--- src/shared/sprm_defs.vh ---
// Constants for the page rights restriction and type change leaf engine
`ifndef SPRM_DEFS_VH
`define SPRM_DEFS_VH
`define SPRM_LEAF_RESTRICT   8'h0e
`define SPRM_LEAF_CHGTYPE    8'h0f
`define SPRM_PARAM_ALIGN_LSB 6
`define SPRM_PAGE_ALIGN_LSB  12
`define SPRM_PARAM_WORDS     16
`define SPRM_FLAG_R          0
`define SPRM_FLAG_W          1
`define SPRM_FLAG_X          2
`define SPRM_FLAG_PEND       3
`define SPRM_FLAG_MOD        4
`define SPRM_FLAG_PR         5
`define SPRM_FLAG_PT_LSB     8
`define SPRM_REGULAR_PAGE_TYPE          8'h02
`define SPRM_PT_TCS          8'h01
`define SPRM_PT_TRIM         8'h04
`define SPRM_RES_OK          8'h00
`define SPRM_RES_LOCKFAIL    8'h0b
`define SPRM_RES_NOTMOD      8'h14
`define SPRM_FLT_NONE        2'h0
`define SPRM_FLT_GP          2'h1
`define SPRM_FLT_PF          2'h2
`define SPRM_FLT_UD          2'h3
`endif

--- src/rtl/sprm_param_fetch.v ---
// Fetches the 512-bit parameter structure into private scratch storage
`timescale 1ns/1ps
`default_nettype none
module sprm_param_fetch #(
  parameter WORDS = 16
) (
  input  wire        clk,
  input  wire        rst_n,
  input  wire        start,
  input  wire        rd_valid,
  input  wire [31:0] rd_data,
  output reg         rd_req,
  output reg  [3:0]  rd_index,
  output reg         done,
  output reg  [511:0] scratch
);
  reg busy;
  always @(posedge clk)
  begin
    if (!rst_n)
    begin
      busy     <= 1'b0;
      rd_req   <= 1'b0;
      rd_index <= 4'h0;
      done     <= 1'b0;
      scratch  <= 512'h0;
    end
    else
    begin
      done <= 1'b0;
      if (start && !busy)
      begin
        busy     <= 1'b1;
        rd_req   <= 1'b1;
        rd_index <= 4'h0;
      end
      else if (busy && rd_valid)
      begin
        scratch[rd_index*32 +: 32] <= rd_data;
        if (rd_index == WORDS - 1)
        begin
          busy   <= 1'b0;
          rd_req <= 1'b0;
          done   <= 1'b1;
        end
        else
          rd_index <= rd_index + 4'h1;
      end
    end
  end
endmodule // sprm_param_fetch
`default_nettype wire

--- src/rtl/sprm_leaf_engine.v ---
// Leaf engine: restricts page rights and changes page type
`timescale 1ns/1ps
`default_nettype none
`include "sprm_defs.vh"
module sprm_leaf_engine (
  input  wire        clk,
  input  wire        rst_n,
  input  wire        leaf_start,
  input  wire [7:0]  leaf_select_result_reg,
  input  wire [63:0] param_pointer_reg,
  input  wire [63:0] page_pointer_reg,
  input  wire        gen2_present,
  input  wire [1:0]  cpl,
  input  wire        mode64,
  input  wire [31:0] seg_limit,
  output wire        prm_rd_req,
  output wire [3:0]  prm_rd_index,
  input  wire        prm_rd_valid,
  input  wire [31:0] prm_rd_data,
  input  wire        page_in_cache,
  input  wire        page_gen1_busy,
  input  wire        page_gen2_busy,
  input  wire [15:0] meta_rd,
  input  wire        meta_valid,
  input  wire        ecs_initialized,
  input  wire        ecs_locked,
  output reg         meta_we,
  output reg  [15:0] meta_wr,
  output reg         leaf_done,
  output reg  [1:0]  fault_kind,
  output reg  [63:0] fault_addr,
  output reg  [7:0]  result_code,
  output reg         zero_flag,
  output reg         cf,
  output reg         pf,
  output reg         af,
  output reg         of,
  output reg         sf
);
  localparam ST_IDLE  = 2'd0;
  localparam ST_FETCH = 2'd1;
  localparam ST_CHECK = 2'd2;

  reg  [1:0]   state;
  reg  [1:0]   next_state;
  reg          fetch_go;
  wire         fetch_done;
  wire [511:0] param_scratch_copy;
  reg  [7:0]   leaf_code;
  reg  [63:0]  pg_ptr;

  sprm_param_fetch #(
    .WORDS (`SPRM_PARAM_WORDS)
  ) u_fetch (
    .clk      (clk),
    .rst_n    (rst_n),
    .start    (fetch_go),
    .rd_valid (prm_rd_valid),
    .rd_data  (prm_rd_data),
    .rd_req   (prm_rd_req),
    .rd_index (prm_rd_index),
    .done     (fetch_done),
    .scratch  (param_scratch_copy)
  );

  wire is_restrict = (leaf_code == `SPRM_LEAF_RESTRICT);
  wire is_chgtype  = (leaf_code == `SPRM_LEAF_CHGTYPE);
  wire req_r = param_scratch_copy[`SPRM_FLAG_R];
  wire req_w = param_scratch_copy[`SPRM_FLAG_W];
  wire [7:0] req_pt = param_scratch_copy[`SPRM_FLAG_PT_LSB +: 8];
  // Restriction uses only rwx; type change uses only page type
  wire rsv_nz_rp = (param_scratch_copy[511:3] != 509'h0);
  wire rsv_nz_ct = (param_scratch_copy[7:0] != 8'h00) ||
                   (param_scratch_copy[511:16] != 496'h0);
  wire [7:0] cur_pt = meta_rd[`SPRM_FLAG_PT_LSB +: 8];

  // Rights only narrow: a kept right needs its request bit as well
  wire [2:0] narrowed_rwx;
  genvar gi;
  generate
    for (gi = 0; gi < 3; gi = gi + 1)
    begin : g_rights
      assign narrowed_rwx[gi] =
        meta_rd[`SPRM_FLAG_R + gi] & param_scratch_copy[`SPRM_FLAG_R + gi];
    end
  endgenerate

  function canon;
    input [63:0] a;
    begin
      canon = (a[63:47] == 17'h0) || (a[63:47] == 17'h1ffff);
    end
  endfunction

  // Operand checks that need nothing fetched
  reg [1:0] pre_fault;
  reg [63:0] pre_addr;
  always @*
  begin
    pre_fault = `SPRM_FLT_NONE;
    pre_addr  = 64'h0;
    if (!gen2_present ||
        !(leaf_select_result_reg == `SPRM_LEAF_RESTRICT ||
          leaf_select_result_reg == `SPRM_LEAF_CHGTYPE))
      pre_fault = `SPRM_FLT_UD;
    else if (cpl != 2'd0)
      pre_fault = `SPRM_FLT_GP;
    else if (mode64 && (!canon(param_pointer_reg) ||
             !canon(page_pointer_reg)))
      pre_fault = `SPRM_FLT_GP;
    else if (!mode64 && ((param_pointer_reg[31:0] > seg_limit) ||
             (page_pointer_reg[31:0] > seg_limit)))
      pre_fault = `SPRM_FLT_GP;
    else if (param_pointer_reg[`SPRM_PARAM_ALIGN_LSB-1:0] != 6'h0)
      pre_fault = `SPRM_FLT_GP;
    else if (page_pointer_reg[`SPRM_PAGE_ALIGN_LSB-1:0] != 12'h0)
      pre_fault = `SPRM_FLT_GP;
    else if (!page_in_cache)
    begin
      pre_fault = `SPRM_FLT_PF;
      pre_addr  = page_pointer_reg;
    end
  end

  // Ordered checks on the scratch copy and metadata
  reg [1:0]  chk_fault;
  reg [7:0]  chk_code;
  reg        chk_commit;
  reg [15:0] chk_meta;
  always @*
  begin
    chk_fault  = `SPRM_FLT_NONE;
    chk_code   = `SPRM_RES_OK;
    chk_commit = 1'b0;
    chk_meta   = meta_rd;
    if (is_restrict)
    begin
      if (rsv_nz_rp || (!req_r && req_w))
        chk_fault = `SPRM_FLT_GP;
      else if (page_gen1_busy)
        chk_fault = `SPRM_FLT_GP;
      else if (!meta_valid)
        chk_fault = `SPRM_FLT_PF;
      else if (page_gen2_busy)
        chk_code = `SPRM_RES_LOCKFAIL;
      else if (meta_rd[`SPRM_FLAG_PEND] || meta_rd[`SPRM_FLAG_MOD])
        chk_code = `SPRM_RES_NOTMOD;
      else if (cur_pt != `SPRM_REGULAR_PAGE_TYPE)
        chk_fault = `SPRM_FLT_PF;
      else if (!ecs_initialized)
        chk_fault = `SPRM_FLT_GP;
      else
      begin
        chk_commit = 1'b1;
        chk_meta[`SPRM_FLAG_PR] = 1'b1;
        chk_meta[`SPRM_FLAG_X:`SPRM_FLAG_R] = narrowed_rwx;
      end
    end
    else if (is_chgtype)
    begin
      if (rsv_nz_ct ||
          !(req_pt == `SPRM_PT_TCS || req_pt == `SPRM_PT_TRIM))
        chk_fault = `SPRM_FLT_GP;
      else if (ecs_locked)
        chk_fault = `SPRM_FLT_GP;
      else if (page_gen1_busy)
        chk_code = `SPRM_RES_LOCKFAIL;
      else if (!meta_valid)
        chk_fault = `SPRM_FLT_PF;
      else if (page_gen2_busy)
        chk_code = `SPRM_RES_LOCKFAIL;
      else if (!(cur_pt == `SPRM_REGULAR_PAGE_TYPE ||
               (cur_pt == `SPRM_PT_TCS && req_pt == `SPRM_PT_TRIM)))
        chk_fault = `SPRM_FLT_PF;
      else if (meta_rd[`SPRM_FLAG_PEND] || meta_rd[`SPRM_FLAG_MOD])
        chk_code = `SPRM_RES_NOTMOD;
      else if (!ecs_initialized)
        chk_fault = `SPRM_FLT_GP;
      else
      begin
        chk_commit = 1'b1;
        // Rights dropped and modified set: blocked until accepted
        chk_meta[`SPRM_FLAG_PR]  = 1'b0;
        chk_meta[`SPRM_FLAG_MOD] = 1'b1;
        chk_meta[`SPRM_FLAG_R]   = 1'b0;
        chk_meta[`SPRM_FLAG_W]   = 1'b0;
        chk_meta[`SPRM_FLAG_X]   = 1'b0;
        chk_meta[`SPRM_FLAG_PT_LSB +: 8] = req_pt;
      end
    end
  end

  always @*
  begin
    next_state = state;
    fetch_go   = 1'b0;
    case (state)
      ST_IDLE:
        if (leaf_start && pre_fault == `SPRM_FLT_NONE)
        begin
          fetch_go   = 1'b1;
          next_state = ST_FETCH;
        end
      ST_FETCH:
        if (fetch_done)
          next_state = ST_CHECK;
      ST_CHECK:
        next_state = ST_IDLE;
      default:
        next_state = ST_IDLE;
    endcase
  end

  always @(posedge clk)
  begin
    if (!rst_n)
    begin
      state       <= ST_IDLE;
      leaf_code   <= 8'h00;
      pg_ptr      <= 64'h0;
      meta_we     <= 1'b0;
      meta_wr     <= 16'h0;
      leaf_done   <= 1'b0;
      fault_kind  <= `SPRM_FLT_NONE;
      fault_addr  <= 64'h0;
      result_code <= `SPRM_RES_OK;
      zero_flag   <= 1'b0;
      cf          <= 1'b0;
      pf          <= 1'b0;
      af          <= 1'b0;
      of          <= 1'b0;
      sf          <= 1'b0;
    end
    else
    begin
      state     <= next_state;
      meta_we   <= 1'b0;
      leaf_done <= 1'b0;
      if (state == ST_IDLE && leaf_start)
      begin
        // Leaf and page pointer latched so later register changes cannot race the checks
        leaf_code <= leaf_select_result_reg;
        pg_ptr    <= page_pointer_reg;
        if (pre_fault != `SPRM_FLT_NONE)
        begin
          leaf_done  <= 1'b1;
          fault_kind <= pre_fault;
          fault_addr <= pre_addr;
        end
      end
      else if (state == ST_CHECK)
      begin
        leaf_done  <= 1'b1;
        fault_kind <= chk_fault;
        fault_addr <= (chk_fault == `SPRM_FLT_PF) ? pg_ptr : 64'h0;
        if (chk_fault == `SPRM_FLT_NONE)
        begin
          meta_we     <= chk_commit;
          meta_wr     <= chk_meta;
          result_code <= chk_code;
          zero_flag   <= !chk_commit;
          cf          <= 1'b0;
          pf          <= 1'b0;
          af          <= 1'b0;
          of          <= 1'b0;
          sf          <= 1'b0;
        end
      end
    end
  end
endmodule // sprm_leaf_engine
`default_nettype wire

--- config.mk ---
export PLATFORM = sky130hd
export DESIGN_NAME = sprm_leaf_engine
export DESIGN_NICKNAME = d
export VERILOG_FILES = /design/src/rtl/sprm_param_fetch.v /design/src/rtl/sprm_leaf_engine.v
export VERILOG_INCLUDE_DIRS = /design/src /design/src/shared
export SDC_FILE = /design/constraint.sdc
export NUM_CORES = 2
export LEC_CHECK = 0
export BUFFER_PORTS_ARGS = -buffer_cell sky130_fd_sc_hd__buf_2
export CORE_MARGIN = 2
export CORE_UTILIZATION = 63
export CTS_CLUSTER_SIZE = 16
export DETAILED_ROUTE_END_ITERATION = 10
export PLACE_DENSITY = 0.85
export SLEW_MARGIN = 20
export SYNTH_ARGS = -nofsm -noshare
export SYNTH_HDL_FRONTEND = slang
export SYNTH_SLANG_ARGS = --single-unit
--- constraint.sdc ---
create_clock -name clk -period 8 [get_ports clk]
set_input_delay 2 -clock clk [delete_from_list [all_inputs] [get_ports clk]]
set_output_delay 2 -clock clk [all_outputs]
set_load 0.01 [all_outputs]
### After elaboration in Yosys (flattened, before gate mapping)

Index checks and enable logic that the tools add are counted.

| storage, ports and cells | value |
|---|---|
| register bits after elaboration | 685 |
| bits in latches | 0 |
| RAM bits | 0 |
| bits in read-only memories | 0 |
| input bits | 230 |
| output and inout bits | 103 |
| memories | 0 |

| operators by class | value |
|---|---|
| add/sub/neg operators | 2 |
| multiply operators | 0 |
| divide/modulo/power cells | 0 |
| magnitude comparators | 2 |
| eq/ne operators | 18 |
| shift-type cells | 2 |
| mux-type cells | 124 |
| bitwise gates (word level) | 10 |
| reductions and logical operators | 53 |

Operators by type and width:

| operator | count |
|---|---|
| $mux W64 | 11 |
| $bwmux W512 | 1 |
| $shift A32 B34 Y512 const A | 1 |
| $shiftx A32 B34 Y512 | 1 |
| $reduce_bool A509 Y1 | 1 |
| $reduce_bool A496 Y1 | 1 |
| $mux W8 | 18 |
| $mux W2 | 35 |
| $gt A32 B32 Y1 | 2 |
| $mux W3 | 17 |
| $mux W1 | 36 |
| $eq A17 B17 Y1 const B | 2 |
| $logic_not A17 Y1 | 2 |
| $neg A9 Y34 | 1 |
| $eq A8 B4 Y1 const B | 4 |
| $mux W5 | 5 |
| $eq A8 B1 Y1 const B | 2 |
| $logic_or A1 B1 Y1 | 12 |
| $reduce_bool A12 Y1 | 1 |
| $reduce_and A2 Y1 | 5 |
| $reduce_bool A2 Y1 | 5 |
| $logic_not A1 Y1 | 9 |
| $eq A8 B2 Y1 const B | 1 |
| $eq A8 B3 Y1 const B | 1 |
| other kinds (18) | 37 |

### Depth between registers and ports, before layout

| logic depth | value |
|---|---|
| depth after elaboration | 15 |
| mapped depth | 13 |

### Hierarchy

Synthesis repeated with hierarchy kept, for this count alone.

| second synthesis, totals | value |
|---|---|
| cells, all modules | 3321 |
| area, all modules | 29250.6 µm² |

Modules (own cells, without submodules):

| module | instances | cells an instance | area an instance (µm²) |
|---|---|---|---|
| sprm_param_fetch | 1 | 2126 | 19401.1 |
| sprm_leaf_engine | 1 | 1195 | 9849.4 |

### Worst setup path after synthesis

No wires, ideal clock.

| path | value |
|---|---|
| path kind | input -> register |
| start | input port seg_limit[1] |
| end | register fault_addr[10] |
| setup time | 0.073 ns |
| data arrival time | 4.814 ns |
| data required time | 7.927 ns |
| path slack | 3.112 ns |
| stages on the path | 11 |
| buffers on the path | 1 |
| cells stage by stage | inv_1 ha_1 nor2b_1 o211ai_1 a21boi_0 or4b_2 a22oi_1 a31oi_1 o21bai_1 clkbuf_1 mux2i_1 |

| between the ends | value |
|---|---|
| word-level cells in the longest chain between the ends | 10 |

Ends and longest elaborated chain:

| what | line | text |
|---|---|---|
| start: declaration | sprm_leaf_engine.v:15 | `input wire [31:0] seg_limit,` |
| $gt A32 B32 Y1, on equally long branches | sprm_leaf_engine.v:111, sprm_leaf_engine.v:112 |  |
| $logic_or A1 B1 Y1 * | sprm_leaf_engine.v:111 | `else if (!mode64 && ((param_pointer_reg[31:0] > seg_limit) \|\|` |
| $logic_and A1 B1 Y1 * | sprm_leaf_engine.v:111 |  |
| $mux W2 | sprm_leaf_engine.v:111 |  |
| $mux W2 | sprm_leaf_engine.v:108 | `else if (mode64 && (!canon(param_pointer_reg) \|\|` |
| $mux W2 | sprm_leaf_engine.v:106 | `else if (cpl != 2'd0)` |
| $mux W2 | sprm_leaf_engine.v:102 | `if (!gen2_present \|\|` |
| $reduce_bool A2 Y1 (no source line) | n/a |  |
| $ne A2 B1 Y1 (no source line) | n/a |  |
| $reduce_and A2 Y1 (no source line) | n/a |  |
| end signal: assignment | sprm_leaf_engine.v:248 | `fault_addr <= pre_addr;` |
| end signal: assignment | sprm_leaf_engine.v:255 | `` fault_addr <= (chk_fault == `SPRM_FLT_PF) ? pg_ptr : 64'h0; `` |
| end: declaration | sprm_leaf_engine.v:31 | `output reg [63:0] fault_addr,` |

Mark *: on every way between the ends. The rest lies on a longest branch, timed or not. The select of a mux whose other input is x is not followed.
A chain may end at the register's enable or synchronous reset.

### Worst setup path in the final report

| path | value |
|---|---|
| start | register u_fetch.scratch[437] |
| end | register fault_addr[7] |

| between the ends | value |
|---|---|
| word-level cells in the longest chain between the ends | 10 |

Ends and longest elaborated chain:

| what | line | text |
|---|---|---|
| start: declaration | sprm_param_fetch.v:15 | `output reg [511:0] scratch` |
| start signal: indexed assignment | sprm_param_fetch.v:39 | `scratch[rd_index*32 +: 32] <= rd_data;` |
| $reduce_bool A496 Y1 | sprm_leaf_engine.v:74 | `(param_scratch_copy[511:16] != 496'h0);` |
| $logic_or A1 B1 Y1 | sprm_leaf_engine.v:73 | `wire rsv_nz_ct = (param_scratch_copy[7:0] != 8'h00) \|\|` |
| $logic_or A1 B1 Y1 | sprm_leaf_engine.v:161 | `if (rsv_nz_ct \|\|` |
| $mux W2 | sprm_leaf_engine.v:161 |  |
| $mux W2 | sprm_leaf_engine.v:159 | `else if (is_chgtype)` |
| $mux W2 * | sprm_leaf_engine.v:136 | `if (is_restrict)` |
| $eq A2 B2 Y1 (no source line) * | n/a |  |
| $mux W64 * | sprm_leaf_engine.v:255 |  |
| $mux W64 * | sprm_leaf_engine.v:251 | `else if (state == ST_CHECK)` |
| $mux W64 * | sprm_leaf_engine.v:239 | `if (state == ST_IDLE && leaf_start)` |

Marks and branches as above.

==> flow_summary_export.csv <==
group,metric,value,unit
power,p_switching,1.66,mW
timing,relSlewSlack,22.2,%
layout,stdcell_count,4504,
power,p_per_area,211,nW/um^2
floorplan,boundaryPins,333,
job,cap_violations,0,
worst_setup_path,crit_path_start,"u_fetch.scratch[437]$_SDFFE_PN0P_",
clocking,h-tree-depth,3,
synth,yosys-top-cells-area,"dfxtp_1 (46%), a21oi_1 (11%), nand2_1 (8.1%), nand3_1 (7.7%), clkbuf_1 (4.0%)",
clocking,cts_tree,"built",
layout,drive_gt1_share,12.7,%
synth,syn_area_per_cell,7.75,um^2
power,intPower,5.28,mW
worst_setup_path,worstPathArrival,5620,ps
clocking,postCtsHoldBufs,0,
global_route,grt_pass1_vias,27318,
floorplan,start_util,64.2,%
floorplan,fp-row-count,78,
timing,post-route-period-util,63.8,%
layout,area_growth,12.4,%
clocking,clkLatencyLatePin,620,ps
worst_setup_path,timing.rr.start,"u_fetch.scratch[437]$_SDFFE_PN0P_",
floorplan,die_y,219,um
floorplan,core_area,45600,um^2
worst_setup_path,end_kind,"flop",
timing,hold_viol,0,
synth,yosysSeqAreaShare,46.5,%
synth,ys_ff_latch,679,
global_route,grt_pass1_wl,153000,um
timing,fmax,196,MHz
clocking,clk_pin_slew,70,ps
synth,synthArstFlopShare,0,%
clocking,cts.path.max_buffers,3,
power,peakVddDrop,186,uV
placed_design,dp_hpwl,60500,um
clocking,numCtsBuffers,67,
worst_hold_path,hold_path_class,"reg2reg",
clocking,postCtsResizedCells,0,
power,swShare,23.9,%
power,leakagePower,11.7,nW
clocking,cts_root_buf,"clkbuf_16",
timing,rsz0062_at_grt,"no",
worst_setup_path,rrSetupSlack,2900,ps
layout,postLayoutCoreUtil,72.1,%
floorplan,die_area,48200,um^2
synth,yosys.area.top_type,"dfxtp_1",
placed_design,io_buffer_count,309,
global_route,track_usage,40.5,%
synth,synthDistinctLibCells,58,
global_route,grt_start_max_net_pins,198,
worst_setup_path,critPathRequiredTime,8520,ps
worst_setup_path,endpoint,"fault_addr[7]$_SDFFE_PN0P_",
synth,synth_top_area_share,46.5,%
timing,hold_ws,449,ps
global_route,antenna_found_initial,5,
timing,setup_viol,0,
drt,finalWirelength,101000,um
drt,drc,0,
run_status,outcome,"complete, no violations",
worst_setup_path,crit_path_start_kind,"flop",
worst_hold_path,hold_depth,2,
synth,synth_edf_count,0,
drt,routedWlPerCell,22.4,um
clocking,clock_sinks,679,
synth,synthFlopType,"dfxtp_1",
drt,num_vias,29877,
layout,final_nets,4147,
timing,skew,29.0,ps
placed_design,gp_congestion,0.960,
drt,final_antenna_net_count,0,
global_route,gr-total-overflow,0,
placed_design,post-place-cells,4381,
floorplan,die_width,219,um
drt,firstDrtPassIters,7,
drt,drtIter0Drc,4806,
worst_setup_path,path_max_fanout,12,
drt,vias_per_cell,6.63,
timing,tightestPinTransition,1160,ps
timing,period_minus_slack,5100,ps
synth,synthCells,3772,
synth,synth_area,29200,um^2
worst_setup_path,ff2ff_path_depth,8,
power,seq_power_share,49.4,%
worst_setup_path,r2r_end,"fault_addr[7]$_SDFFE_PN0P_",
timing,finalSetupTns,0,ps
worst_setup_path,critPathKind,"reg2reg",
power,pwr-share-comb,5.9,%
synth,yosysWarnings,0,
clocking,post-cts-setup-buffers,0,
power,p_clk_share,44.7,%
timing,maxSlewViolCount,0,
per-layer routing:
layer  GRT usage [%]  wire [um]
met1            50.5      35800
met2            62.4      44200
met3            9.42      13500
met4            27.0       7540
met5               0         26
cells in the final DEF (no fill, tap or decap), types with 52 or more instances in the layout:
cell and n:
ha_1 67, nand3_1 447, o311ai_0 52, buf_2 309, nor2_1 224, a21oi_1 634
nor4_1 147, a31oi_1 54, dfxtp_1 676, nand2b_1 53, nor3_1 87, nand4_1 79
clkbuf_16 69, nand2_1 628, nand4b_1 56
sequential cells by signal, summed over array words and instances, names as in the netlist:
name / cells
meta_we: 1
u_fetch.rd_req: 1
fault_kind: 2
state: 2
meta_wr: 16
result_code: 2
fault_addr: 64
u_fetch.done: 1
u_fetch.scratch: 512
zero_flag: 1
u_fetch.rd_index: 4
leaf_code: 8
leaf_done: 1
pg_ptr: 64
layout make-up:
type | count | area (um^2)
Multi-Input combinational cell | 2706 | 14300
Inverter | 45 | 176
Timing Repair Buffer | 351 | 1890
Clock buffer | 100 | 1930
Fill cell | 3515 | 12700
Antenna cell | 6 | 15.0
Clock inverter | 17 | 176
Tap cell | 600 | 751
Sequential cell | 679 | 13600
how the worst min path moves through the flow:
stage                                                start                                to  slack [ps]
final                     u_fetch.scratch[14]$_SDFFE_PN0P_  u_fetch.scratch[14]$_SDFFE_PN0P_         450
after global routing      u_fetch.scratch[14]$_SDFFE_PN0P_  u_fetch.scratch[14]$_SDFFE_PN0P_         460
after CTS                 u_fetch.scratch[14]$_SDFFE_PN0P_  u_fetch.scratch[14]$_SDFFE_PN0P_         450
after detailed placement  u_fetch.scratch[14]$_SDFFE_PN0P_  u_fetch.scratch[14]$_SDFFE_PN0P_         440
after global placement    u_fetch.scratch[14]$_SDFFE_PN0P_  u_fetch.scratch[14]$_SDFFE_PN0P_         430
after floorplan           u_fetch.scratch[15]$_SDFFE_PN0P_  u_fetch.scratch[15]$_SDFFE_PN0P_         430
synth_stat cells (3+ instances only):
master    number
dfxtp_1      679
a21oi_1      634
nand2_1      634
nand3_1      448
clkbuf_1     310
nor2_1       240
nor4_1       147
nor3_1        89
nand4_1       79
ha_1          67
nand4b_1      56
a31oi_1       55
nand2b_1      54
o311ai_0      52
inv_1         45
buf_1         27
o21ai_0       20
mux2i_1       15
buf_4         12
and2_1         9
nor2b_1        9
or3_1          7
or4_1          7
a211oi_1       5
and3_1         5
o211ai_1       5
a311oi_1       4
and4_1         4
nand3b_1       4
o211a_1        4
o32ai_1        4
a21o_1         3
nor4b_1        3
or2_2          3
xnor2_1        3
kinds of logic after synthesis:
kind of cell | after synthesis | share of synthesized area (%)
and+or+nand+nor | 1807 | 29.6
AOI/OAI and AO/OA | 803 | 15.2
DFF | 679 | 46.5
buffers and inverters | 394 | 5.21
adders and majority gates | 67 | 2.87
muxes | 16 | 0.552
xor gates and xnor gates | 5 | 0.150
other | 1 | 0.0128
critical path, cell delays in order, from the launching register on:
cell	delay, ps
dfxtp_1	320
nor4_1	710
nand3_1	310
or4_1	600
nor4_1	720
nand4_1	820
nor3_2	1130
nand4_1	210
mux2i_1	190
through the flow:
step / total power [mW] / instance area (um^2) / setup slack [ps]
2_1_floorplan: 3.72 / 29300 / 3110
3_3_place_gp: 3.89 / 30700 / 2570
3_5_place_dp: 3.90 / 30700 / 2490
4_1_cts: 6.91 / 32800 / 3090
5_1_grt: 7.10 / 32800 / 2700
6_report: 6.94 / 32900 / 2900
power by group through the flow:
stage	registers [mW]	logic, mW	clock network, mW
global route	3.43	0.433	3.24
CTS	3.43	0.394	3.09
detailed placement	3.51	0.391	0
global placement	3.51	0.386	0
floorplan	3.51	0.204	0
finish	3.43	0.410	3.10
(Power assumes the default switching activity.)
